==> src/hw/fmq_pkg.sv <==
// shared constants, codes and register map for the indicator and queue control ends
package fmq_pkg;

  // ----------------------------------------------------------------
  // clock plan
  // ----------------------------------------------------------------
  localparam int CLK_HZ = 100_000_000;
  localparam int SYMBOL_CLOCK_HZ = 25_000_000;
  localparam int BYTE_CLOCK_HZ = 12_500_000;
  localparam int SYMBOL_DIV = CLK_HZ / SYMBOL_CLOCK_HZ;
  localparam int BYTE_DIV = CLK_HZ / BYTE_CLOCK_HZ;

  // ----------------------------------------------------------------
  // device register indexes on the device port
  // ----------------------------------------------------------------
  localparam logic [3:0] REG_MODE_ONE = 4'h0;
  localparam logic [3:0] REG_MODE_TWO = 4'h1;
  localparam logic [3:0] REG_MODE_THREE = 4'h2;
  localparam logic [3:0] REG_CMD_ONE = 4'h3;
  localparam logic [3:0] REG_CMD_TWO = 4'h4;
  localparam logic [3:0] REG_STATUS_ONE_UPPER = 4'h5;
  localparam logic [3:0] REG_STATUS_ONE_LOWER = 4'h6;

  // ----------------------------------------------------------------
  // mode register fields
  // ----------------------------------------------------------------
  localparam int M1_OSM_LO = 12;
  localparam logic [2:0] OSM_CODE = 3'h2;
  localparam int M2_BYTE_ORDER = 11;
  localparam int M2_TAG_MODE = 15;
  localparam int M3_QUAL_EN = 2;
  localparam int M3_IND_LO = 4;
  localparam int M3_AFULL_REPEAT = 7;
  localparam int M3_DUAL_RX = 11;
  localparam int M3_FC_POS_LO = 12;
  localparam logic [15:0] MODE_ONE_RESET = 16'h0000;
  localparam logic [15:0] MODE_TWO_RESET = 16'h8000;
  localparam logic [15:0] MODE_THREE_RESET = 16'h0000;

  // ----------------------------------------------------------------
  // commands
  // ----------------------------------------------------------------
  localparam logic [7:0] CMD1_FLUSH_SYNC = 8'h10;
  localparam logic [7:0] CMD1_FLUSH_ASYNC0 = 8'h11;
  localparam logic [7:0] CMD1_FLUSH_ASYNC1 = 8'h12;
  localparam logic [7:0] CMD1_RSVD_FOURTH = 8'h18;
  localparam logic [7:0] CMD2_FLUSH_ALL = 8'h04;
  localparam logic [7:0] CMD2_RSVD_SYNC = 8'h01;
  localparam logic [7:0] CMD2_RSVD_ASYNC0 = 8'h02;
  localparam logic [7:0] CMD2_RSVD_FOURTH = 8'h08;

  // ----------------------------------------------------------------
  // indicator select, queue status and host request codes
  // ----------------------------------------------------------------
  typedef enum logic [1:0] {
    IND_LEGACY = 2'b00,
    IND_ONLINE = 2'b01,
    IND_SPECIAL = 2'b10,
    IND_OFF = 2'b11
  } fmq_ind_t;

  typedef enum logic [2:0] {
    QS_IDLE = 3'b000,
    QS_SYNC = 3'b001,
    QS_ASYNC0 = 3'b010,
    QS_ASYNC1 = 3'b011,
    QS_RESERVED = 3'b100,
    QS_UNDERRUN = 3'b101,
    QS_FULL = 3'b110,
    QS_AFULL = 3'b111
  } fmq_qstat_t;

  typedef enum logic [2:0] {
    HR_NONE = 3'b000,
    HR_WR_SYNC = 3'b101,
    HR_WR_ASYNC0 = 3'b110,
    HR_WR_ASYNC1 = 3'b111
  } fmq_hreq_t;

  // ----------------------------------------------------------------
  // controller register map on the AHB-Lite side
  // ----------------------------------------------------------------
  localparam logic [7:0] H_CTRL = 8'h00;
  localparam logic [7:0] H_DREG = 8'h04;
  localparam logic [7:0] H_MATCH = 8'h08;
  localparam logic [7:0] H_HREQ = 8'h0C;
  localparam logic [7:0] H_FCWORD = 8'h10;
  localparam int HD_ADDR_LO = 16;
  localparam int HD_WRITE = 20;

endpackage : fmq_pkg

==> src/hw/fmq_if.sv <==
// link between the device end and the controller end
interface fmq_if (
  input wire logic hclk,
  input wire logic hresetn
);
  logic symbol_clock_en;
  logic byte_clock_en;
  logic buffer_memory_clock_en;
  logic reg_sel;
  logic reg_write;
  logic [3:0] reg_addr;
  logic [15:0] reg_wdata;
  logic [15:0] reg_rdata;
  logic frame_eval;
  logic internal_address_match;
  logic external_address_match_n;
  logic external_match_qualifier_n;
  logic a_in;
  logic c_in;
  logic a_flag;
  logic c_flag;
  logic a_out;
  logic c_out;
  logic [2:0] host_service_request;
  logic [2:0] queue_status_code;
  logic fc_strobe;
  logic [31:0] fc_word;
  logic [7:0] fc_byte;
  logic [1:0] da_lane;
  logic da_next_word;

  modport dev (
    input symbol_clock_en, byte_clock_en, buffer_memory_clock_en,
    input reg_sel, reg_write, reg_addr, reg_wdata, output reg_rdata,
    input frame_eval, internal_address_match, external_address_match_n,
    input external_match_qualifier_n, a_in, c_in,
    output a_flag, c_flag, a_out, c_out,
    input host_service_request, output queue_status_code,
    input fc_strobe, fc_word, output fc_byte, da_lane, da_next_word
  );

  modport host (
    output symbol_clock_en, byte_clock_en, buffer_memory_clock_en,
    output reg_sel, reg_write, reg_addr, reg_wdata, input reg_rdata,
    output frame_eval, internal_address_match, external_address_match_n,
    output external_match_qualifier_n, a_in, c_in,
    input a_flag, c_flag, a_out, c_out,
    output host_service_request, input queue_status_code,
    output fc_strobe, fc_word, input fc_byte, da_lane, da_next_word
  );
endinterface : fmq_if

==> src/hw/fmq_device.sv <==
// device end: mode registers, indicator setting, transmit queues, frame control position
//
// Contract
// - system supplies 25 MHz symbol clock
// - system supplies 12.5 MHz byte clock
// - buffer clock tied to byte or symbol
// - select, qualifier enable, special mode field positions
// - select 00: legacy, special mode spares A
// - select 01: online setting unless qualifier off
// - select 10: special setting unless qualifier on
// - select 11: flags zero, bits untouched
// - internal match sets everything unless 11
// - no match: flags clear, bits pass
// - external match inputs are active low
// - only three transmit queues exist
// - command codes 18 and 08 do nothing
// - fourth queue status bits read zero
// - queue status 100 never driven
// - request 111 writes asynchronous queue one
// - request 111 reports queue status 011
// - almost full repeats each write when enabled
// - frame control position resets zero, top byte
// - position picks byte, order bit reverses
// - status one bits 7:4 read zero
// - command two codes 01, 02 do nothing
// - tag mode bit resets one
//
// The implementer's own choices: the AHB-Lite interface to the registers and the address map.
module fmq_device #(
  parameter int QDEPTH = 16,
  parameter int AFULL_LEVEL = 12
) (
  // clock and reset
  input wire logic hclk,
  input wire logic hresetn,
  // link
  fmq_if.dev lnk
);
  import fmq_pkg::*;

  localparam int NQ = 3;
  localparam int CW = $clog2(QDEPTH + 1);
  localparam logic [CW-1:0] DEPTH_C = CW'(QDEPTH);
  localparam logic [CW-1:0] AFULL_C = CW'(AFULL_LEVEL);

  if (QDEPTH < 2 || AFULL_LEVEL < 1 || AFULL_LEVEL >= QDEPTH) begin : g_bad_cfg
    $error("fmq_device: almost full level must lie inside the queue depth");
  end

  // ----------------------------------------------------------------
  // helpers
  // ----------------------------------------------------------------
  // request code to queue index, NQ when no write
  function automatic logic [1:0] req_queue(input logic [2:0] code);
    case (code)
      HR_WR_SYNC: req_queue = 2'd0;
      HR_WR_ASYNC0: req_queue = 2'd1;
      HR_WR_ASYNC1: req_queue = 2'd2;
      default: req_queue = 2'd3;
    endcase
  endfunction : req_queue

  // lane counted from the most significant byte
  function automatic logic [1:0] fc_lane(input logic [1:0] pos, input logic rev);
    fc_lane = (rev && pos != 2'd0) ? 2'(3'd4 - {1'b0, pos}) : pos;
  endfunction : fc_lane

  // ----------------------------------------------------------------
  // registers
  // ----------------------------------------------------------------
  logic [15:0] mode1_r;
  logic [15:0] mode2_r;
  logic [15:0] mode3_r;
  logic [CW-1:0] qcnt_r [NQ];
  logic wr_en;
  logic [NQ-1:0] flush;
  logic [NQ-1:0] q_empty;
  logic [NQ-1:0] q_full;

  assign wr_en = lnk.reg_sel && lnk.reg_write;

  always_ff @(posedge hclk or negedge hresetn) begin
    if (!hresetn) begin
      mode1_r <= MODE_ONE_RESET;
      mode2_r <= MODE_TWO_RESET;
      mode3_r <= MODE_THREE_RESET;
    end else if (wr_en) begin
      case (lnk.reg_addr)
        REG_MODE_ONE: mode1_r <= lnk.reg_wdata;
        REG_MODE_TWO: mode2_r <= lnk.reg_wdata;
        REG_MODE_THREE: mode3_r <= lnk.reg_wdata;
        default: ;
      endcase
    end
  end

  // commands; reserved codes fall to the default and do nothing
  always_comb begin
    flush = '0;
    if (wr_en && lnk.reg_addr == REG_CMD_ONE) begin
      case (lnk.reg_wdata[7:0])
        CMD1_FLUSH_SYNC: flush = 3'b001;
        CMD1_FLUSH_ASYNC0: flush = 3'b010;
        CMD1_FLUSH_ASYNC1: flush = 3'b100;
        default: flush = '0;
      endcase
    end else if (wr_en && lnk.reg_addr == REG_CMD_TWO) begin
      case (lnk.reg_wdata[7:0])
        CMD2_FLUSH_ALL: flush = 3'b111;
        default: flush = '0;
      endcase
    end
  end

  always_ff @(posedge hclk or negedge hresetn) begin
    if (!hresetn) begin
      lnk.reg_rdata <= 16'h0000;
    end else if (lnk.reg_sel && !lnk.reg_write) begin
      case (lnk.reg_addr)
        REG_MODE_ONE: lnk.reg_rdata <= mode1_r;
        REG_MODE_TWO: lnk.reg_rdata <= mode2_r;
        REG_MODE_THREE: lnk.reg_rdata <= mode3_r;
        // only three queues report; bits 7:4 and above stay zero
        REG_STATUS_ONE_UPPER: lnk.reg_rdata <= {13'h0, q_empty};
        REG_STATUS_ONE_LOWER: lnk.reg_rdata <= {13'h0, q_full};
        default: lnk.reg_rdata <= 16'h0000;
      endcase
    end
  end

  // ----------------------------------------------------------------
  // transmit queues
  // ----------------------------------------------------------------
  logic [1:0] wq;
  logic [1:0] dq;
  logic host_wr;

  assign wq = req_queue(lnk.host_service_request);
  assign host_wr = lnk.buffer_memory_clock_en && wq != 2'd3;

  always_comb begin
    dq = 2'd3;
    for (int i = NQ - 1; i >= 0; i--) begin
      if (qcnt_r[i] != '0) begin
        dq = 2'(i);
      end
    end
  end

  // sync, async0, async1 only: the fourth queue has no storage at all
  for (genvar g = 0; g < NQ; g++) begin : g_q
    logic inc;
    logic dec;
    assign q_empty[g] = qcnt_r[g] == '0;
    assign q_full[g] = qcnt_r[g] == DEPTH_C;
    assign inc = host_wr && wq == 2'(g) && !q_full[g];
    assign dec = lnk.byte_clock_en && dq == 2'(g);
    always_ff @(posedge hclk or negedge hresetn) begin
      if (!hresetn) begin
        qcnt_r[g] <= '0;
      end else if (flush[g]) begin
        qcnt_r[g] <= '0;
      end else if (inc && !dec) begin
        qcnt_r[g] <= qcnt_r[g] + 1'b1;
      end else if (dec && !inc) begin
        qcnt_r[g] <= qcnt_r[g] - 1'b1;
      end
    end
  end

  // ----------------------------------------------------------------
  // queue status on each host write cycle
  // ----------------------------------------------------------------
  logic [CW-1:0] wcnt;
  logic [2:0] qs_nxt;

  always_comb begin
    wcnt = (wq == 2'd3) ? '0 : qcnt_r[wq];
    qs_nxt = QS_IDLE;
    if (host_wr) begin
      if (wcnt >= DEPTH_C - 1'b1) begin
        qs_nxt = QS_FULL;
      end else if (mode3_r[M3_AFULL_REPEAT] && wcnt + 1'b1 >= AFULL_C) begin
        qs_nxt = QS_AFULL;
      end else if (wcnt + 1'b1 == AFULL_C) begin
        qs_nxt = QS_AFULL;
      end else begin
        // 100 is never produced; async1 always answers 011
        case (wq)
          2'd0: qs_nxt = QS_SYNC;
          2'd1: qs_nxt = QS_ASYNC0;
          default: qs_nxt = QS_ASYNC1;
        endcase
      end
    end
  end

  always_ff @(posedge hclk or negedge hresetn) begin
    if (!hresetn) begin
      lnk.queue_status_code <= QS_IDLE;
    end else if (lnk.buffer_memory_clock_en) begin
      lnk.queue_status_code <= qs_nxt;
    end
  end

  // ----------------------------------------------------------------
  // A and C indicators
  // ----------------------------------------------------------------
  logic ext_match;
  logic qual;
  logic online_special_mode;
  logic full_set;
  fmq_ind_t sel;

  assign ext_match = !lnk.external_address_match_n;
  assign qual = !lnk.external_match_qualifier_n;
  assign online_special_mode = mode1_r[M1_OSM_LO +: 3] == OSM_CODE;
  assign sel = fmq_ind_t'(mode3_r[M3_IND_LO +: 2]);

  always_comb begin
    case (sel)
      IND_LEGACY: full_set = !online_special_mode;
      IND_ONLINE: full_set = !(mode3_r[M3_QUAL_EN] && !qual);
      IND_SPECIAL: full_set = mode3_r[M3_QUAL_EN] && qual;
      default: full_set = 1'b0;
    endcase
  end

  always_ff @(posedge hclk or negedge hresetn) begin
    if (!hresetn) begin
      lnk.a_flag <= 1'b0;
      lnk.c_flag <= 1'b0;
      lnk.a_out <= 1'b0;
      lnk.c_out <= 1'b0;
    end else if (lnk.frame_eval) begin
      if (sel == IND_OFF || (!lnk.internal_address_match && !ext_match)) begin
        lnk.a_flag <= 1'b0;
        lnk.c_flag <= 1'b0;
        lnk.a_out <= lnk.a_in;
        lnk.c_out <= lnk.c_in;
      end else if (lnk.internal_address_match || full_set) begin
        lnk.a_flag <= 1'b1;
        lnk.c_flag <= 1'b1;
        lnk.a_out <= 1'b1;
        lnk.c_out <= 1'b1;
      end else begin
        lnk.a_flag <= 1'b0;
        lnk.c_flag <= 1'b1;
        lnk.a_out <= lnk.a_in;
        lnk.c_out <= 1'b1;
      end
    end
  end

  // ----------------------------------------------------------------
  // frame control byte of the first data long word
  // ----------------------------------------------------------------
  logic [1:0] lane;
  assign lane = fc_lane(mode3_r[M3_FC_POS_LO +: 2], mode2_r[M2_BYTE_ORDER]);

  always_ff @(posedge hclk or negedge hresetn) begin
    if (!hresetn) begin
      lnk.fc_byte <= 8'h00;
      lnk.da_lane <= 2'h0;
      lnk.da_next_word <= 1'b0;
    end else if (lnk.fc_strobe) begin
      lnk.fc_byte <= lnk.fc_word[8 * (3 - lane) +: 8];
      lnk.da_lane <= lane + 2'd1;
      lnk.da_next_word <= lane == 2'd3;
    end
  end

endmodule : fmq_device

==> src/flat_wrapper.sv <==
// flat-port wrapper written by rule: the top's interface ports become plain ports
module fmq_device_flat import fmq_pkg::*;
#(
  parameter int QDEPTH = 16,
  parameter int AFULL_LEVEL = 12
)
  (hclk, hresetn, lnk_symbol_clock_en, lnk_byte_clock_en, lnk_buffer_memory_clock_en, lnk_reg_sel, lnk_reg_write, lnk_reg_addr, lnk_reg_wdata, lnk_reg_rdata, lnk_frame_eval, lnk_internal_address_match, lnk_external_address_match_n, lnk_external_match_qualifier_n, lnk_a_in, lnk_c_in, lnk_a_flag, lnk_c_flag, lnk_a_out, lnk_c_out, lnk_host_service_request, lnk_queue_status_code, lnk_fc_strobe, lnk_fc_word, lnk_fc_byte, lnk_da_lane, lnk_da_next_word);
  fmq_if lnk_i (.hclk(hclk), .hresetn(hresetn));
  input wire logic hclk;
  input wire logic hresetn;
  input wire logic [$bits(lnk_i.symbol_clock_en)-1:0] lnk_symbol_clock_en;
  input wire logic [$bits(lnk_i.byte_clock_en)-1:0] lnk_byte_clock_en;
  input wire logic [$bits(lnk_i.buffer_memory_clock_en)-1:0] lnk_buffer_memory_clock_en;
  input wire logic [$bits(lnk_i.reg_sel)-1:0] lnk_reg_sel;
  input wire logic [$bits(lnk_i.reg_write)-1:0] lnk_reg_write;
  input wire logic [$bits(lnk_i.reg_addr)-1:0] lnk_reg_addr;
  input wire logic [$bits(lnk_i.reg_wdata)-1:0] lnk_reg_wdata;
  output wire logic [$bits(lnk_i.reg_rdata)-1:0] lnk_reg_rdata;
  input wire logic [$bits(lnk_i.frame_eval)-1:0] lnk_frame_eval;
  input wire logic [$bits(lnk_i.internal_address_match)-1:0] lnk_internal_address_match;
  input wire logic [$bits(lnk_i.external_address_match_n)-1:0] lnk_external_address_match_n;
  input wire logic [$bits(lnk_i.external_match_qualifier_n)-1:0] lnk_external_match_qualifier_n;
  input wire logic [$bits(lnk_i.a_in)-1:0] lnk_a_in;
  input wire logic [$bits(lnk_i.c_in)-1:0] lnk_c_in;
  output wire logic [$bits(lnk_i.a_flag)-1:0] lnk_a_flag;
  output wire logic [$bits(lnk_i.c_flag)-1:0] lnk_c_flag;
  output wire logic [$bits(lnk_i.a_out)-1:0] lnk_a_out;
  output wire logic [$bits(lnk_i.c_out)-1:0] lnk_c_out;
  input wire logic [$bits(lnk_i.host_service_request)-1:0] lnk_host_service_request;
  output wire logic [$bits(lnk_i.queue_status_code)-1:0] lnk_queue_status_code;
  input wire logic [$bits(lnk_i.fc_strobe)-1:0] lnk_fc_strobe;
  input wire logic [$bits(lnk_i.fc_word)-1:0] lnk_fc_word;
  output wire logic [$bits(lnk_i.fc_byte)-1:0] lnk_fc_byte;
  output wire logic [$bits(lnk_i.da_lane)-1:0] lnk_da_lane;
  output wire logic [$bits(lnk_i.da_next_word)-1:0] lnk_da_next_word;
  assign lnk_i.symbol_clock_en = lnk_symbol_clock_en;
  assign lnk_i.byte_clock_en = lnk_byte_clock_en;
  assign lnk_i.buffer_memory_clock_en = lnk_buffer_memory_clock_en;
  assign lnk_i.reg_sel = lnk_reg_sel;
  assign lnk_i.reg_write = lnk_reg_write;
  assign lnk_i.reg_addr = lnk_reg_addr;
  assign lnk_i.reg_wdata = lnk_reg_wdata;
  assign lnk_reg_rdata = lnk_i.reg_rdata;
  assign lnk_i.frame_eval = lnk_frame_eval;
  assign lnk_i.internal_address_match = lnk_internal_address_match;
  assign lnk_i.external_address_match_n = lnk_external_address_match_n;
  assign lnk_i.external_match_qualifier_n = lnk_external_match_qualifier_n;
  assign lnk_i.a_in = lnk_a_in;
  assign lnk_i.c_in = lnk_c_in;
  assign lnk_a_flag = lnk_i.a_flag;
  assign lnk_c_flag = lnk_i.c_flag;
  assign lnk_a_out = lnk_i.a_out;
  assign lnk_c_out = lnk_i.c_out;
  assign lnk_i.host_service_request = lnk_host_service_request;
  assign lnk_queue_status_code = lnk_i.queue_status_code;
  assign lnk_i.fc_strobe = lnk_fc_strobe;
  assign lnk_i.fc_word = lnk_fc_word;
  assign lnk_fc_byte = lnk_i.fc_byte;
  assign lnk_da_lane = lnk_i.da_lane;
  assign lnk_da_next_word = lnk_i.da_next_word;
  fmq_device #(.QDEPTH(QDEPTH), .AFULL_LEVEL(AFULL_LEVEL)) u_core (.hclk(hclk), .hresetn(hresetn), .lnk(lnk_i));
endmodule
==> config.mk <==
export PLATFORM = sky130hd
export DESIGN_NAME = fmq_device_flat
export DESIGN_NICKNAME = d
export VERILOG_FILES = /design/src/hw/fmq_pkg.sv /design/src/hw/fmq_if.sv /design/src/hw/fmq_device.sv /design/src/flat_wrapper.sv
export SDC_FILE = /design/constraint.sdc
export NUM_CORES = 1
export LEC_CHECK = 0
export ABC_AREA = 1
export BUFFER_PORTS_ARGS = -buffer_cell sky130_fd_sc_hd__buf_2
export CAP_MARGIN = 10
export CELL_PAD_IN_SITES_DETAIL_PLACEMENT = 0
export CELL_PAD_IN_SITES_GLOBAL_PLACEMENT = 1
export CORE_MARGIN = 2
export CORE_UTILIZATION = 41
export CTS_CLUSTER_DIAMETER = 50
export DETAILED_ROUTE_END_ITERATION = 8
export PLACE_DENSITY = 0.86
export SKIP_LAST_GASP = 1
export SYNTH_ARGS = -nofsm -noshare
export SYNTH_HDL_FRONTEND = slang
export SYNTH_SLANG_ARGS = --single-unit
==> constraint.sdc <==
create_clock -name hclk -period 2.75 [get_ports hclk]
set_clock_uncertainty 0.15 [all_clocks]
set_input_delay 0.4125 -clock hclk [delete_from_list [all_inputs] [get_ports hclk]]
set_output_delay 0.4125 -clock hclk [all_outputs]
set_load 0.05 [all_outputs]
# Word level (Yosys, flattened, before mapping)
# Index checks and enable logic that the tools add are counted.
dict set report classes {
  n_addsub 10
  n_lt_le_gt_ge 3
  eq_ne 28
  n_shift 1
  mux 35
  bitwise_logic 1
  reduce_logical 58
}
# operator count
set ops {}
lappend ops {{$pmux 16 s5} 1}
lappend ops {{$mux 5} 12}
lappend ops {{$shiftx 32x33->8} 1}
lappend ops {{$logic_and 1x1->1} 25}
lappend ops {{$eq 8x5->1 const B} 3}
lappend ops {{$mux 3} 7}
lappend ops {{$add 5x1->5 const B} 4}
lappend ops {{$eq 5x5->1 const B} 3}
lappend ops {{$logic_not 5->1} 3}
lappend ops {{$reduce_bool 5->1} 3}
lappend ops {{$sub 5x1->5 const B} 3}
lappend ops {{$logic_not 1->1} 14}
lappend ops {{$eq 2x2->1 const B} 6}
lappend ops {{$eq 4x3->1 const B} 3}
lappend ops {{$bmux 5 s2} 1}
lappend ops {{$ge 5x4->1 const B} 2}
lappend ops {{$eq 3x3->1 const B} 3}
lappend ops {{$pmux 3 s3} 1}
lappend ops {{$reduce_bool 3->1} 3}
lappend ops {{$eq 4x2->1 const B} 2}
lappend ops {{$eq 8x3->1 const B} 1}
lappend ops {{$mux 1} 7}
lappend ops {{$eq 2x1->1 const B} 3}
lappend ops {{$logic_not 2->1} 3}
lappend ops {{other kinds (17)} 22}
dict set report word_totals {
  ff_bits 97
  in_bits 69
  output_inout_bits 34
}

# Longest topological paths before layout
# Gate-level depths: netlist of run 1.
dict set report depth {
  word_depth 13
  depth_mapped 16
  depth_no_buf 16
}

# Worst setup path before layout of run 1
# OpenSTA, ideal clock, no wires.
dict set report synth_path {
  path_kind {register to register}
  start {register u_core.mode3_r[12]}
  end {register u_core.lnk.da_lane[1]}
  arrival_ns 2.245
  required_time_ns 2.475
  slack_ns 0.230
  stages_incl_launch_ff 11
  synth_period_minus_slack_ns 2.520
  path_cell_list {dfrtp_1 > buf_2 > clkinv_1 > clkbuf_1 > ha_1 > nor2_1 > nand2_1 > o21ai_1 > buf_2 > ha_1 > mux2_2}
}
dict set report synth_via {
  elab_chain_len 4
}
# item line
set synth_rtl {}
lappend synth_rtl {{start, declared} fmq_device.sv:73} ;# logic [15:0] mode3_r;
lappend synth_rtl {{start signal, assigned} fmq_device.sv:91} ;# REG_MODE_THREE: mode3_r <= lnk.reg_wdata;
lappend synth_rtl {{branches (longest 2 deep; another with $sub 1x2->2)} n/a}
lappend synth_rtl {{$mux 2 (*)} fmq_device.sv:65} ;# fc_lane = (rev && pos != 2'd0) ? 2'(3'd4 - {1'b0, pos}) : pos;
lappend synth_rtl {{$add 2x1->2 (*)} fmq_device.sv:268} ;# lnk.da_lane <= lane + 2'd1;
lappend synth_rtl {{end signal, assigned} fmq_device.sv:268}
lappend synth_rtl {{end, declared} fmq_if.sv:39} ;# input fc_strobe, fc_word, output fc_byte, da_lane, da_next_word
# Mark *: on every way between the ends.
# A chain may end at the register's enable or synchronous reset.

# Worst setup path in the final report of run 1
dict set report layout_path {
  start {register u_core.qcnt_r[0] (netlist bit)}
  end {register u_core.qcnt_r[4] (netlist bit)}
}
dict set report layout_via {
  elab_chain_len 10
}
# item line
set layout_rtl {}
lappend layout_rtl {{start, declared} fmq_device.sv:74} ;# logic [CW-1:0] qcnt_r [NQ];
lappend layout_rtl {{start signal, assigned by index} fmq_device.sv:164} ;# qcnt_r[g] <= qcnt_r[g] + 1'b1;
lappend layout_rtl {{start signal, assigned by index} fmq_device.sv:166} ;# qcnt_r[g] <= qcnt_r[g] - 1'b1;
lappend layout_rtl {{$reduce_bool 5->1} fmq_device.sv:144} ;# if (qcnt_r[i] != '0) begin
lappend layout_rtl {{$mux 1} fmq_device.sv:144}
lappend layout_rtl {{$mux 2 (2 in a row)} fmq_device.sv:144}
lappend layout_rtl {{$eq 2x2->1} fmq_device.sv:157} ;# assign dec = lnk.byte_clock_en && dq == 2'(g);
lappend layout_rtl {{$logic_and 1x1->1} fmq_device.sv:157}
lappend layout_rtl {{$logic_not 1->1} fmq_device.sv:163} ;# end else if (inc && !dec) begin
lappend layout_rtl {{$logic_and 1x1->1} fmq_device.sv:163}
lappend layout_rtl {{$mux 5} fmq_device.sv:163}
lappend layout_rtl {{$mux 5} fmq_device.sv:161} ;# end else if (flush[g]) begin
# Several ways; a longest one is shown, not always the timed one. The select of a mux whose other input is x is not followed.

==> results by group, run 1 <==
STA
  – Sum Neg Setup Slack: 0 ns
  – Post-layout min period: between 2 and 3 ns
  – Max Fclk: between 300 and 400 MHz
  – Max-slew headroom: a little over three fifths
  – Count of final hold-check violations: 0
  – Final count of negative-setup-slack endpoints: 0
  – RSZ-0062 raised after global routing: no
  – Slew Viols, Final: 0
  – Fin crit share: 91.8%
  – Slew @ Worst Pin: 0.559 ns

Yosys
  – Top post-synthesis cells by area: dfrtp_1 (45%), nand2_1 (15%), o21ai_0 (7.3%)
  – Synth warn: 0
  – Post-Syn Area per Cell: slightly below 8 sq um
  – Syn Nets: between 700 and 800
  – Seq cells post-synth: 97
  – Synthesized area: between 5000 and 6000 sq um
  – Synth top cells by count: nand2_1 (214), dfrtp_1 (96), o21ai_0 (77)
  – Main flop type after synthesis: dfrtp_1
  – Top cell type's share of synthesized area: a little under half
  – Count leader, synth: nand2_1
  – Sequential fraction of the synthesis area: 45.7%
  – Synth area leader: dfrtp_1
  – Post-synth ARST share: 100%
  – Post-Syn Instances: around 670
  – Synth cell types: 40
  – Post-synth EDFFs: 0

Routing
  – Vias per cell: between 4 and 5
  – Vias post-DR: between 4,000 and 5,000
  – Post-route ant nets: 0
  – DRC errors left: 0
  – Initial DRC Count: roughly 340
  – DRT Wirelength: around 13,000 microns
  – Wire per inst: ~14 microns
  – TritonRoute pass-1 iters: 5

Final layout
  – Share of layout cells above drive strength 1: between 20% and 30%
  – Ant. Diodes: 0
  – Final nets: just under 900
  – Synth-to-Final Area Change: 22.1%
  – FILL cells: approximately 1,300
  – Finished Core Util: between 50% and 60%

Pwr
  – P_sw: between 1.5 and 2 mW
  – LEAKAGE: approximately 3.4 nW
  – Part of the power in registers: 38.7%
  – Clock power share: between 20 and 30%
  – Sw Ratio: 37.7%
  – P_int: around 3.1 mW
  – Post-layout total power: 5.05 mW
  – Comb pwr share: between 30 and 40%
  – Max rail drop VDD: ~350 uV
  – P per Cell Area: 779 nW/um^2

Floorplanning
  – Core Area: ~13,000 sq um
  – Initial core utilization: 42.1%
  – Die area: ~14,000 sq um
  – Io pins: between 100 and 150
  – DIE HEIGHT: 118 microns
  – Die W: 118 microns
  – Row count: between 40 and 50

Placement
  – Final HPWL DP: approximately 9800 microns
  – PortBufs: 101
  – Final GP Congestion: between 0.8 and 0.9

Setup path
  – CP required: about 2.9 ns
  – Critical path type: reg2reg
  – R2r startpoint: u_core.qcnt_r[0]
  – Worst Path Max Fanout: 4
  – CP arrival: 2.64 ns
  – CP Capture Type: flop
  – Crit start category: flop
  – Reg-to-reg setup timing slack: about 0.23 ns
  – Cell depth of the worst flop-to-flop path: 12
  – Worst reg2reg endpoint: u_core.qcnt_r[4]

Global route
  – First-pass GRT wire length: about 23,000 microns
  – M3 GR Usage: roughly 3.4%
  – Largest net degree at the start of global routing: 43
  – Met1 usage: between 20% and 30%
  – Gr ovfl total: 0
  – Vias in the first global route: about 4,700
  – Initial antenna violation count: 0
  – GRT Resource Usage Total: a little over 20%
  – M2 GR Usage: between 30% and 40%
  – Global route hottest layer: met2

Clock network
  – CTS tree: done
  – TritonCTS Buffers: 9
  – Clock H-tree levels: 3
  – Clk_lat worst skew: ~0.35 ns
  – Sink Count: a little under 100
  – Clock Tree Root: clkbuf_16
  – Postcts setup bufs: 0
  – Clock-pin slew on the worst setup and hold paths: about 0.070 ns
  – CTS max path bufs: 2

Min path
  – Source of the worst hold timing path: lnk_reg_wdata[15]
  – WHS Path Cells: 3
  – Endpoint, Worst Hold: u_core.mode2_r[15]
  – Worst hold path class: in2reg

Job
  – Max_cap viols: 0

Status
  – Status: finished, final reports clean
[cell type report]
class | instances | area (sq um) | share of cell area, %
repair buffers | 129 | 721 | 11.1
inverters | 73 | 277 | 4.27
flip-flops and latches | 97 | 2430 | 37.5
multi-input cells | 480 | 2550 | 39.3
well taps | 172 | 215 | 3.32
clock buffers | 11 | 233 | 3.59
clock inverters | 5 | 61.3 | 0.946
[layout by cell type, fill, tap and decap left out, types with 2 or more instances in the layout]
master and count:
a211oi_1 5, a21oi_1 19, buf_2 100, buf_4 28, clkbuf_1 2, clkbuf_16 9
dfrtp_1 95, fa_1 3, ha_1 15, inv_1 67, inv_2 4, inv_6 3
mux2_2 13, nand2_1 214, nand2_4 5, nand3_1 30, nand3_4 2, nand4_1 7
nor2_1 39, nor2_2 5, nor3_1 8, o211ai_1 12, o21ai_0 75, o21ai_1 4
o22ai_1 2, o31ai_1 2, xnor2_1 5
[power groups by stage]
stage	clock network, mW	logic [mW]	registers [mW]
2_1_floorplan	0	0.954	2.21
3_3_place_gp	0	1.73	1.94
3_5_place_dp	0	1.79	1.95
4_1_cts	1.32	1.80	1.93
5_1_grt	1.36	2.03	1.99
6_report	1.28	1.82	1.95
[metrics by stage]
stage          instances  area (sq um)  hold WS, ns  worst slack [ns]
2_1_floorplan        671          5310      -0.0331             0.230
3_3_place_gp         950          6150        0.288             0.123
3_5_place_dp         950          6150        0.295            0.0312
4_1_cts              967          6450        0.171            0.0254
5_1_grt              967          6480        0.198            0.0161
6_report             967          6480        0.176             0.227
[how the worst max path moves through the flow]
stage | from | endpoint | slack, ns | cells past startpoint
3_3_place_gp | u_core.qcnt_r[11] | u_core.qcnt_r[8] | 0.12 | 16
3_5_place_dp | u_core.qcnt_r[3] | u_core.qcnt_r[4] | 0.03 | 12
4_1_cts | u_core.qcnt_r[3] | u_core.qcnt_r[4] | 0.03 | 12
5_1_grt | u_core.qcnt_r[11] | u_core.qcnt_r[4] | 0.02 | 15
6_report | u_core.qcnt_r[0] | u_core.qcnt_r[4] | 0.23 | 12
2_1_floorplan | u_core.mode3_r[12] | u_core.lnk.da_lane[1] | 0.23 | 10
[critical path, cell delays in order (launching register included)]
cell and delay [ns]:
dfrtp_1 0.41, nor4_4 0.35, nand2_1 0.12, nand4_1 0.10, ha_1 0.20, inv_2 0.07, fa_1 0.40, nand2_1 0.08
nand2_1 0.05, a21oi_1 0.16, a21oi_1 0.09, o21a_1 0.10, a211oi_1 0.16
[logic make-up after synthesis]
logic type | synth area share [%]
multiplexers | 2.76
buffers and inverters | 6.88
XOR/XNOR | 0.990
AND/OR/NAND/NOR | 25.5
AO/OA/AOI/OAI | 13.5
adder cells (fa/ha/maj) | 4.67
flip-flops | 45.7
[sequential cells by signal, indices dropped and copies added (netlist names)]
| signal | count |
|---|---|
| u_core.lnk.reg_rdata | 16 |
| u_core.lnk.da_next_word | 1 |
| u_core.qcnt_r | 15 |
| u_core.mode3_r | 16 |
| u_core.lnk.a_flag | 1 |
| u_core.mode1_r | 16 |
| u_core.lnk.c_out | 1 |
| u_core.lnk.a_out | 1 |
| u_core.lnk.c_flag | 1 |
| u_core.lnk.da_lane | 2 |
| u_core.lnk.fc_byte | 8 |
| u_core.lnk.queue_status_code | 3 |
| u_core.mode2_r | 16 |
[metal layers]
metal | vias to the layer above | share of wire, %
met5 | - | 0
met4 | 0 | 2.1
met3 | 23 | 5.3
met2 | 132 | 45
met1 | 2230 | 48
li1 | 2434 | -
[timing repair]
action / CTS / global route
resized for setup: 0 / 13
setup endpoints to repair: 0 / 5
hold buffers: 1 / 0
endpoints found under the hold margin: 39 / 0
(Power assumes the default switching activity.)
==> run 2, diff against run 1 <==
Settings changed: CORE_UTILIZATION 41 to 42, CTS_BUF_LIST from default to sky130_fd_sc_hd__clkbuf_8, PLACE_DENSITY 0.86 to 0.87.
==> run 2 against run 1 <==
Net effect:
- combinational power hardly changed
- flip-flop and latch count stayed put
- via count is 0.44% lower
- sequential share of layout area is 0.52 points higher
- critical endpoint is now u_core.qcnt_r[9]
==> results by group, run 2 (synthesis results as in run 1) <==
Setup path
  – CP cell instances: inv_1 -> nand3_1 -> nor2_2 -> inv_1 -> nor2_1 -> nand2_1 -> ha_1 -> inv_2 -> ha_1 -> a21oi_1 -> nand2_1 -> a21oi_1 -> o21ai_1 -> nor2_1 -> nor3b_2
  – Reg-to-reg setup timing slack: 0.18 ns (-0.05 ns)
  – Crit start category: flop
  – CP startpoint: u_core.qcnt_r[11]
  – Crit path max-delay family: simple AND/OR/NAND/NOR gates
  – Buf/Inv on CP: 3 (+2)
  – CP required: 2.85 ns (about the same)
  – Worst reg2reg endpoint: u_core.qcnt_r[9]
  – Cell depth of the worst flop-to-flop path: 15 (+3)
  – Worst Path Max Fanout: 6 (+2)
  – Crit path depth: 15 (+3)
  – Critical path type: reg2reg
  – R2r startpoint: u_core.qcnt_r[11]
  – Slowest CP cell: dfrtp_1
  – CP Capture Type: flop
  – CP arrival: 2.68 ns (+0.04 ns)
  – Critical Path Max Stage Delay: 0.41 ns (about the same)

Pwr
  – Part of the power in registers: 41.8% (+3.1 points)
  – LEAKAGE: 3.34 nW (-0.93%)
  – Sw Ratio: 40.0% (+2.3 points)
  – Comb pwr share: 39.4% (+3.4 points)
  – P_sw: 1.85 mW (-2.8%)
  – P_int: 2.78 mW (-12%)
  – Clock power share: 18.9% (-6.5 points)
  – P per Cell Area: 725 nW/um^2 (-7.0%)
  – Max rail drop VDD: 333 uV (-4.1%)

Clock network
  – CTS max path bufs: 2 (unchanged)
  – Clock Tree Root: clkbuf_8
  – Clock H-tree levels: 3 (unchanged)
  – TritonCTS Buffers: 9 (unchanged)
  – Clk_lat worst skew: 0.38 ns (+0.03 ns)
  – Sink Count: 97 (unchanged)
  – Clock-pin slew on the worst setup and hold paths: 0.10 ns (+0.03 ns)
  – CTS tree: done

STA
  – Slew Viols, Final: 0 (unchanged)
  – Count of final hold-check violations: 0 (unchanged)
  – Slew @ Worst Pin: 0.673 ns (+0.114 ns)
  – Max Fclk: 388 MHz (-2.0%)
  – Fin crit share: 93.6% (+1.9 points)
  – Post-layout min period: 2.57 ns (+0.0517 ns)
  – Sum Neg Setup Slack: 0 ns (unchanged)
  – Final count of negative-setup-slack endpoints: 0 (unchanged)
  – Max-slew headroom: 55.1% (-7.6 points)

Routing
  – Metal3 WL: 752 microns (+7.4%)
  – Routed wl met2: 5940 microns (+0.37%)
  – Post-route ant nets: 0 (unchanged)
  – Wire per inst: 13.5 microns (-1.6%)
  – DRC errors left: 0 (unchanged)
  – Vias per cell: 4.95 (-0.64%)
  – Wire length on met1: 6130 microns (-3.0%)
  – Top Layer Used: met4
  – Initial DRC Count: 339 (-0.59%)
  – Vias post-DR: 4,798 (-0.44%)
  – TritonRoute pass-1 iters: 5 (unchanged)
  – DRT Wirelength: 13,100 microns (-1.4%)

Min path
  – Endpoint, Worst Hold: u_core.mode2_r[15]
  – WHS Path Cells: 3 (unchanged)
  – Worst hold path class: in2reg
  – Source of the worst hold timing path: lnk_reg_wdata[15]

Status
  – Status: finished, final reports clean

Final layout
  – Share of layout cells above drive strength 1: 23.0% (+0.19 points)
  – Filler-free cell count of the finished design: 969 (+0.21%)
  – Synth-to-Final Area Change: 20.4%
  – Leading cell type in the layout, fill and taps excluded: nand2_1
  – Final nets: 879 (+0.23%)
  – FILL cells: 1,227 (-2.5%)
  – Most frequent cells in the layout: nand2_1 (214), buf_2 (100), dfrtp_1 (96), o21ai_0 (75), inv_1 (69)
  – Ant. Diodes: 0 (unchanged)

Placement
  – PortBufs: 101 (unchanged)
  – Final HPWL DP: 9660 microns (-1.0%)
  – Final GP Congestion: 0.794 (-7.6%)
  – # placed instances: 950 (unchanged)

Global route
  – Gr ovfl total: 0 (unchanged)
  – First-pass GRT wire length: 22,000 microns (-3.4%)
  – Initial antenna violation count: 0 (unchanged)
  – Vias in the first global route: 4,635 (-2.3%)
  – GRT Resource Usage Total: 20.7% (+0.58 points)
  – Largest net degree at the start of global routing: 53 (+23%)

Floorplanning
  – Die W: 116 microns (-1.2%)
  – DIE HEIGHT: 116 microns (-1.2%)
  – Die area: 13,600 sq um (-2.3%)
  – Core Area: 12,500 sq um (-1.2%)
  – Row count: 41 (unchanged)
  – Io pins: 103 (unchanged)
  – Initial core utilization: 42.6% (+0.52 points)

Job
  – Max_cap viols: 0 (unchanged)
-- run 2: cell types whose count changed in the layout (fill, tap and decap cells not counted), sizes merged --
cell / previous run / this run
buf: 128 / 130
bufinv: 1 / 0
clkbuf: 11 / 9
clkinv: 2 / 4
inv: 75 / 76
-- run 2: layout make-up --
| type | instances | area, sq um | area share [%] |
|---|---|---|---|
| clock buffer | 9 | 124 | 1.94 |
| clock inverter | 7 | 55.1 | 0.862 |
| inverter | 73 | 277 | 4.33 |
| multi-input combinational | 480 | 2540 | 39.8 |
| sequential | 97 | 2430 | 38.0 |
| tap | 172 | 215 | 3.37 |
| timing repair buffer | 131 | 748 | 11.7 |
-- run 2: metal layers --
metal  track usage, %  vias to the layer above
li1                 -                     2429
met1             28.4                     2229
met2             33.1                      125
met3             4.00                       15
met4             7.06                        0
met5                0                        -
-- run 2: per-stage QoR --
stage | utilization, % | hold WS [ns] | power, mW | instance area [sq um] | setup WS [ns]
4_1_cts | 50.9 | 0.127 | 4.62 | 6350 | 0.0195
5_1_grt | 51.3 | 0.161 | 5.00 | 6390 | -0.0106
2_1_floorplan | - | -0.0331 | 3.16 | 5310 | 0.230
6_report | 51.3 | 0.150 | 4.63 | 6390 | 0.175
3_3_place_gp | 49.4 | 0.314 | 3.66 | 6160 | 0.118
3_5_place_dp | 49.4 | 0.323 | 3.74 | 6160 | 0.0399
-- run 2: power by group through the flow --
stage / Sequential (mW) / Combinational [mW] / Clock, mW
6_report: 1.93 / 1.82 / 0.874
5_1_grt: 1.98 / 2.05 / 0.967
4_1_cts: 1.93 / 1.79 / 0.906
3_5_place_dp: 1.96 / 1.78 / 0
3_3_place_gp: 1.94 / 1.72 / 0
2_1_floorplan: 2.21 / 0.954 / 0
-- run 2: worst max path at each step --
stage / endpoint / slack [ns]
floorplan: u_core.lnk.da_lane[1] / 0.23
global placement: u_core.qcnt_r[8] / 0.12
detailed placement: u_core.qcnt_r[9] / 0.04
CTS: u_core.qcnt_r[9] / 0.02
global route: u_core.qcnt_r[4] / -0.01
finish: u_core.qcnt_r[9] / 0.18
-- run 2: what timing repair did --
action / 4_1_cts / 5_1_grt
endpoints found under the hold margin: 49 / 0
resized for setup: 0 / 11
endpoints found under the setup margin: 0 / 6
setup buffers: 0 / 2
hold buffers: 1 / 0
-- run 2: tightest hold or removal path: cells and delay by family --
| family | cells | cell delay, ns |
|---|---|---|
| compound gates | 1 | 0.09 |
| buf+inv | 2 | 0.16 |
==> run 3, diff against run 2 <==
Settings changed: CELL_PAD_IN_SITES_DETAIL_PLACEMENT 0 to 1, CELL_PAD_IN_SITES_GLOBAL_PLACEMENT 1 to 2, CORE_UTILIZATION 42 to 33.
==> run 3 against run 2 <==
Net effect:
- critical path depth is 2 lower
- total power is 5.5% higher
- flip-flop and latch count stayed put
- non-clock buffer count is 2 higher
- worst hold slack worse by 0.039 ns
- first-iteration DRC count is 32% lower
- clock power is 9.2% higher
==> results by group, run 3 (synthesis results as in run 1) <==
Status
  – Status: finished, final reports clean

Final layout
  – Most frequent cells in the layout: nand2_1 (214), buf_2 (100), dfrtp_1 (96), o21ai_0 (75), inv_1 (68)
  – Fin area: 6530 sq um (+2.2%)
  – Finished Core Util: 41.3% (-10 points)
  – Ant. Diodes: 0 (unchanged)
  – Leading cell type in the layout, fill and taps excluded: nand2_1
  – Filler-free cell count of the finished design: 1,015 (+4.7%)
  – Final nets: 881 (+0.23%)
  – Share of layout cells above drive strength 1: 23.9% (+0.94 points)
  – FILL cells: 1,966 (+60%)
  – Synth-to-Final Area Change: 23.0%

Global route
  – Vias in the first global route: 5,333 (+15%)
  – Gr ovfl total: 0 (unchanged)
  – Largest net degree at the start of global routing: 42 (-21%)
  – Initial antenna violation count: 0 (unchanged)
  – First-pass GRT wire length: 26,000 microns (+18%)
  – GRT Resource Usage Total: 19.4% (-1.3 points)

Floorplanning
  – DIE HEIGHT: 131 microns (+12%)
  – Io pins: 103 (unchanged)
  – Core Area: 15,800 sq um (+27%)
  – Row count: 46 (+12%)
  – Die W: 131 microns (+12%)
  – Die area: 17,100 sq um (+26%)
  – Initial core utilization: 33.5% (-9.0 points)

STA
  – RSZ-0062 raised after global routing: yes
  – Count of final hold-check violations: 0 (unchanged)
  – Slew Viols, Final: 0 (unchanged)
  – Final count of negative-setup-slack endpoints: 0 (unchanged)
  – Post-layout min period: 2.53 ns (-0.0435 ns)
  – Fin crit share: 92.0% (-1.6 points)
  – Slew @ Worst Pin: 0.553 ns (-0.120 ns)
  – Setup ws final: 0.219 ns (+0.0435 ns)
  – Max-slew headroom: 62.9% (+7.8 points)
  – Sum Neg Setup Slack: 0 ns (unchanged)
  – Hold_ws: 0.111 ns (-0.0391 ns)
  – Max Fclk: 395 MHz (+1.7%)

Placement
  – Final GP Congestion: 0.816 (+2.8%)
  – # placed instances: 997 (+4.9%)
  – Dpl cell area: 6240 sq um (+1.3%)
  – PortBufs: 101 (unchanged)
  – Pre-CTS setup slack: 0.0120 ns (-0.0279 ns)
  – Final HPWL DP: 11,800 microns (+22%)

Clock network
  – Clk_lat worst skew: 0.40 ns (+0.02 ns)
  – CTS tree: done
  – Sink Count: 97 (unchanged)
  – Clock-pin slew on the worst setup and hold paths: 0.11 ns (about the same)
  – Clock Tree Root: clkbuf_8
  – TritonCTS Buffers: 9 (unchanged)
  – Clock H-tree levels: 3 (unchanged)
  – CTS max path bufs: 2 (unchanged)

Job
  – Max_cap viols: 0 (unchanged)

Setup path
  – CP required: 2.92 ns (+0.07 ns)
  – CP arrival: 2.70 ns (+0.02 ns)
  – Crit start category: flop
  – CP Capture Type: flop
  – Worst Path Max Fanout: 6 (unchanged)
  – Critical path type: reg2reg

Routing
  – Vias post-DR: 4,950 (+3.2%)
  – Initial DRC Count: 232 (-32%)
  – Post-route ant nets: 0 (unchanged)
  – TritonRoute pass-1 iters: 4 (-1)
  – DRT Wirelength: 15,600 microns (+19%)
  – DRC errors left: 0 (unchanged)
  – Wire per inst: 15.3 microns (+14%)
  – Vias per cell: 4.88 (-1.5%)

Pwr
  – Max rail drop VDD: 318 uV (-4.5%)
  – Post-layout total power: 4.88 mW (+5.5%)
  – P per Cell Area: 748 nW/um^2 (+3.2%)
  – LEAKAGE: 3.34 nW (+0.25%)

Min path
  – Worst hold path class: in2reg
-- run 3: timing repair --
action                                 4_1_cts  5_1_grt
setup endpoints to repair                    1        5
resized for setup                            2       16
setup buffers                                0        1
hold buffers                                 1        0
pin swaps                                    0        0
endpoints found under the hold margin       36        0
-- run 3: path summary, 6_finish.rpt --
check / slack [ns] / startpoint / end / cells past startpoint
worst max-delay path: 0.22 / u_core.qcnt_r[5] / u_core.qcnt_r[9] / 13
worst min-delay path: 0.11 / lnk_reg_wdata[15] / u_core.mode2_r[15] / 3
worst max register to register: 0.22 / u_core.qcnt_r[5] / u_core.qcnt_r[9] / 13
worst min register to register: 0.34 / u_core.lnk.a_flag / u_core.lnk.a_flag / 2
max in group asynchronous: 1.42 / hresetn / u_core.lnk.reg_rdata[5] / 3
min in group asynchronous: 0.36 / hresetn / u_core.mode2_r[10] / 2
-- run 3: worst max-delay path: stages, from the launching register on --
cell	delay (ns)
dfrtp_1	0.43
nor4_4	0.29
buf_4	0.15
nand2_1	0.06
nand2_1	0.07
ha_1	0.16
inv_2	0.10
fa_1	0.42
nand3_1	0.10
nand2_1	0.07
a21oi_1	0.13
o21ai_1	0.09
nand2_1	0.06
nor3b_1	0.18
-- run 3: layer usage --
metal / up-vias / track usage, % / routed length [microns]
met2: 77 / 32.9 / 7630
met5: - / 0 / 0
met1: 2420 / 25.2 / 7070
li1: 2436 / - / -
met4: 0 / 6.70 / 300
met3: 17 / 3.46 / 559
-- run 3: power breakdown --
part | switching (mW) | internal (mW) | total, mW
clock network | 0.600 | 0.353 | 0.954
logic | 1.21 | 0.761 | 1.97
registers | 0.226 | 1.74 | 1.96
total | 2.04 | 2.85 | 4.88
-- run 3: layout make-up --
cell class | count | area, sq um | area share [%]
multi-input combinational | 480 | 2590 | 39.7
sequential | 97 | 2430 | 37.2
timing repair buffer | 133 | 763 | 11.7
inverter | 73 | 277 | 4.23
tap | 216 | 270 | 4.14
clock buffer | 9 | 124 | 1.90
clock inverter | 7 | 73.8 | 1.13
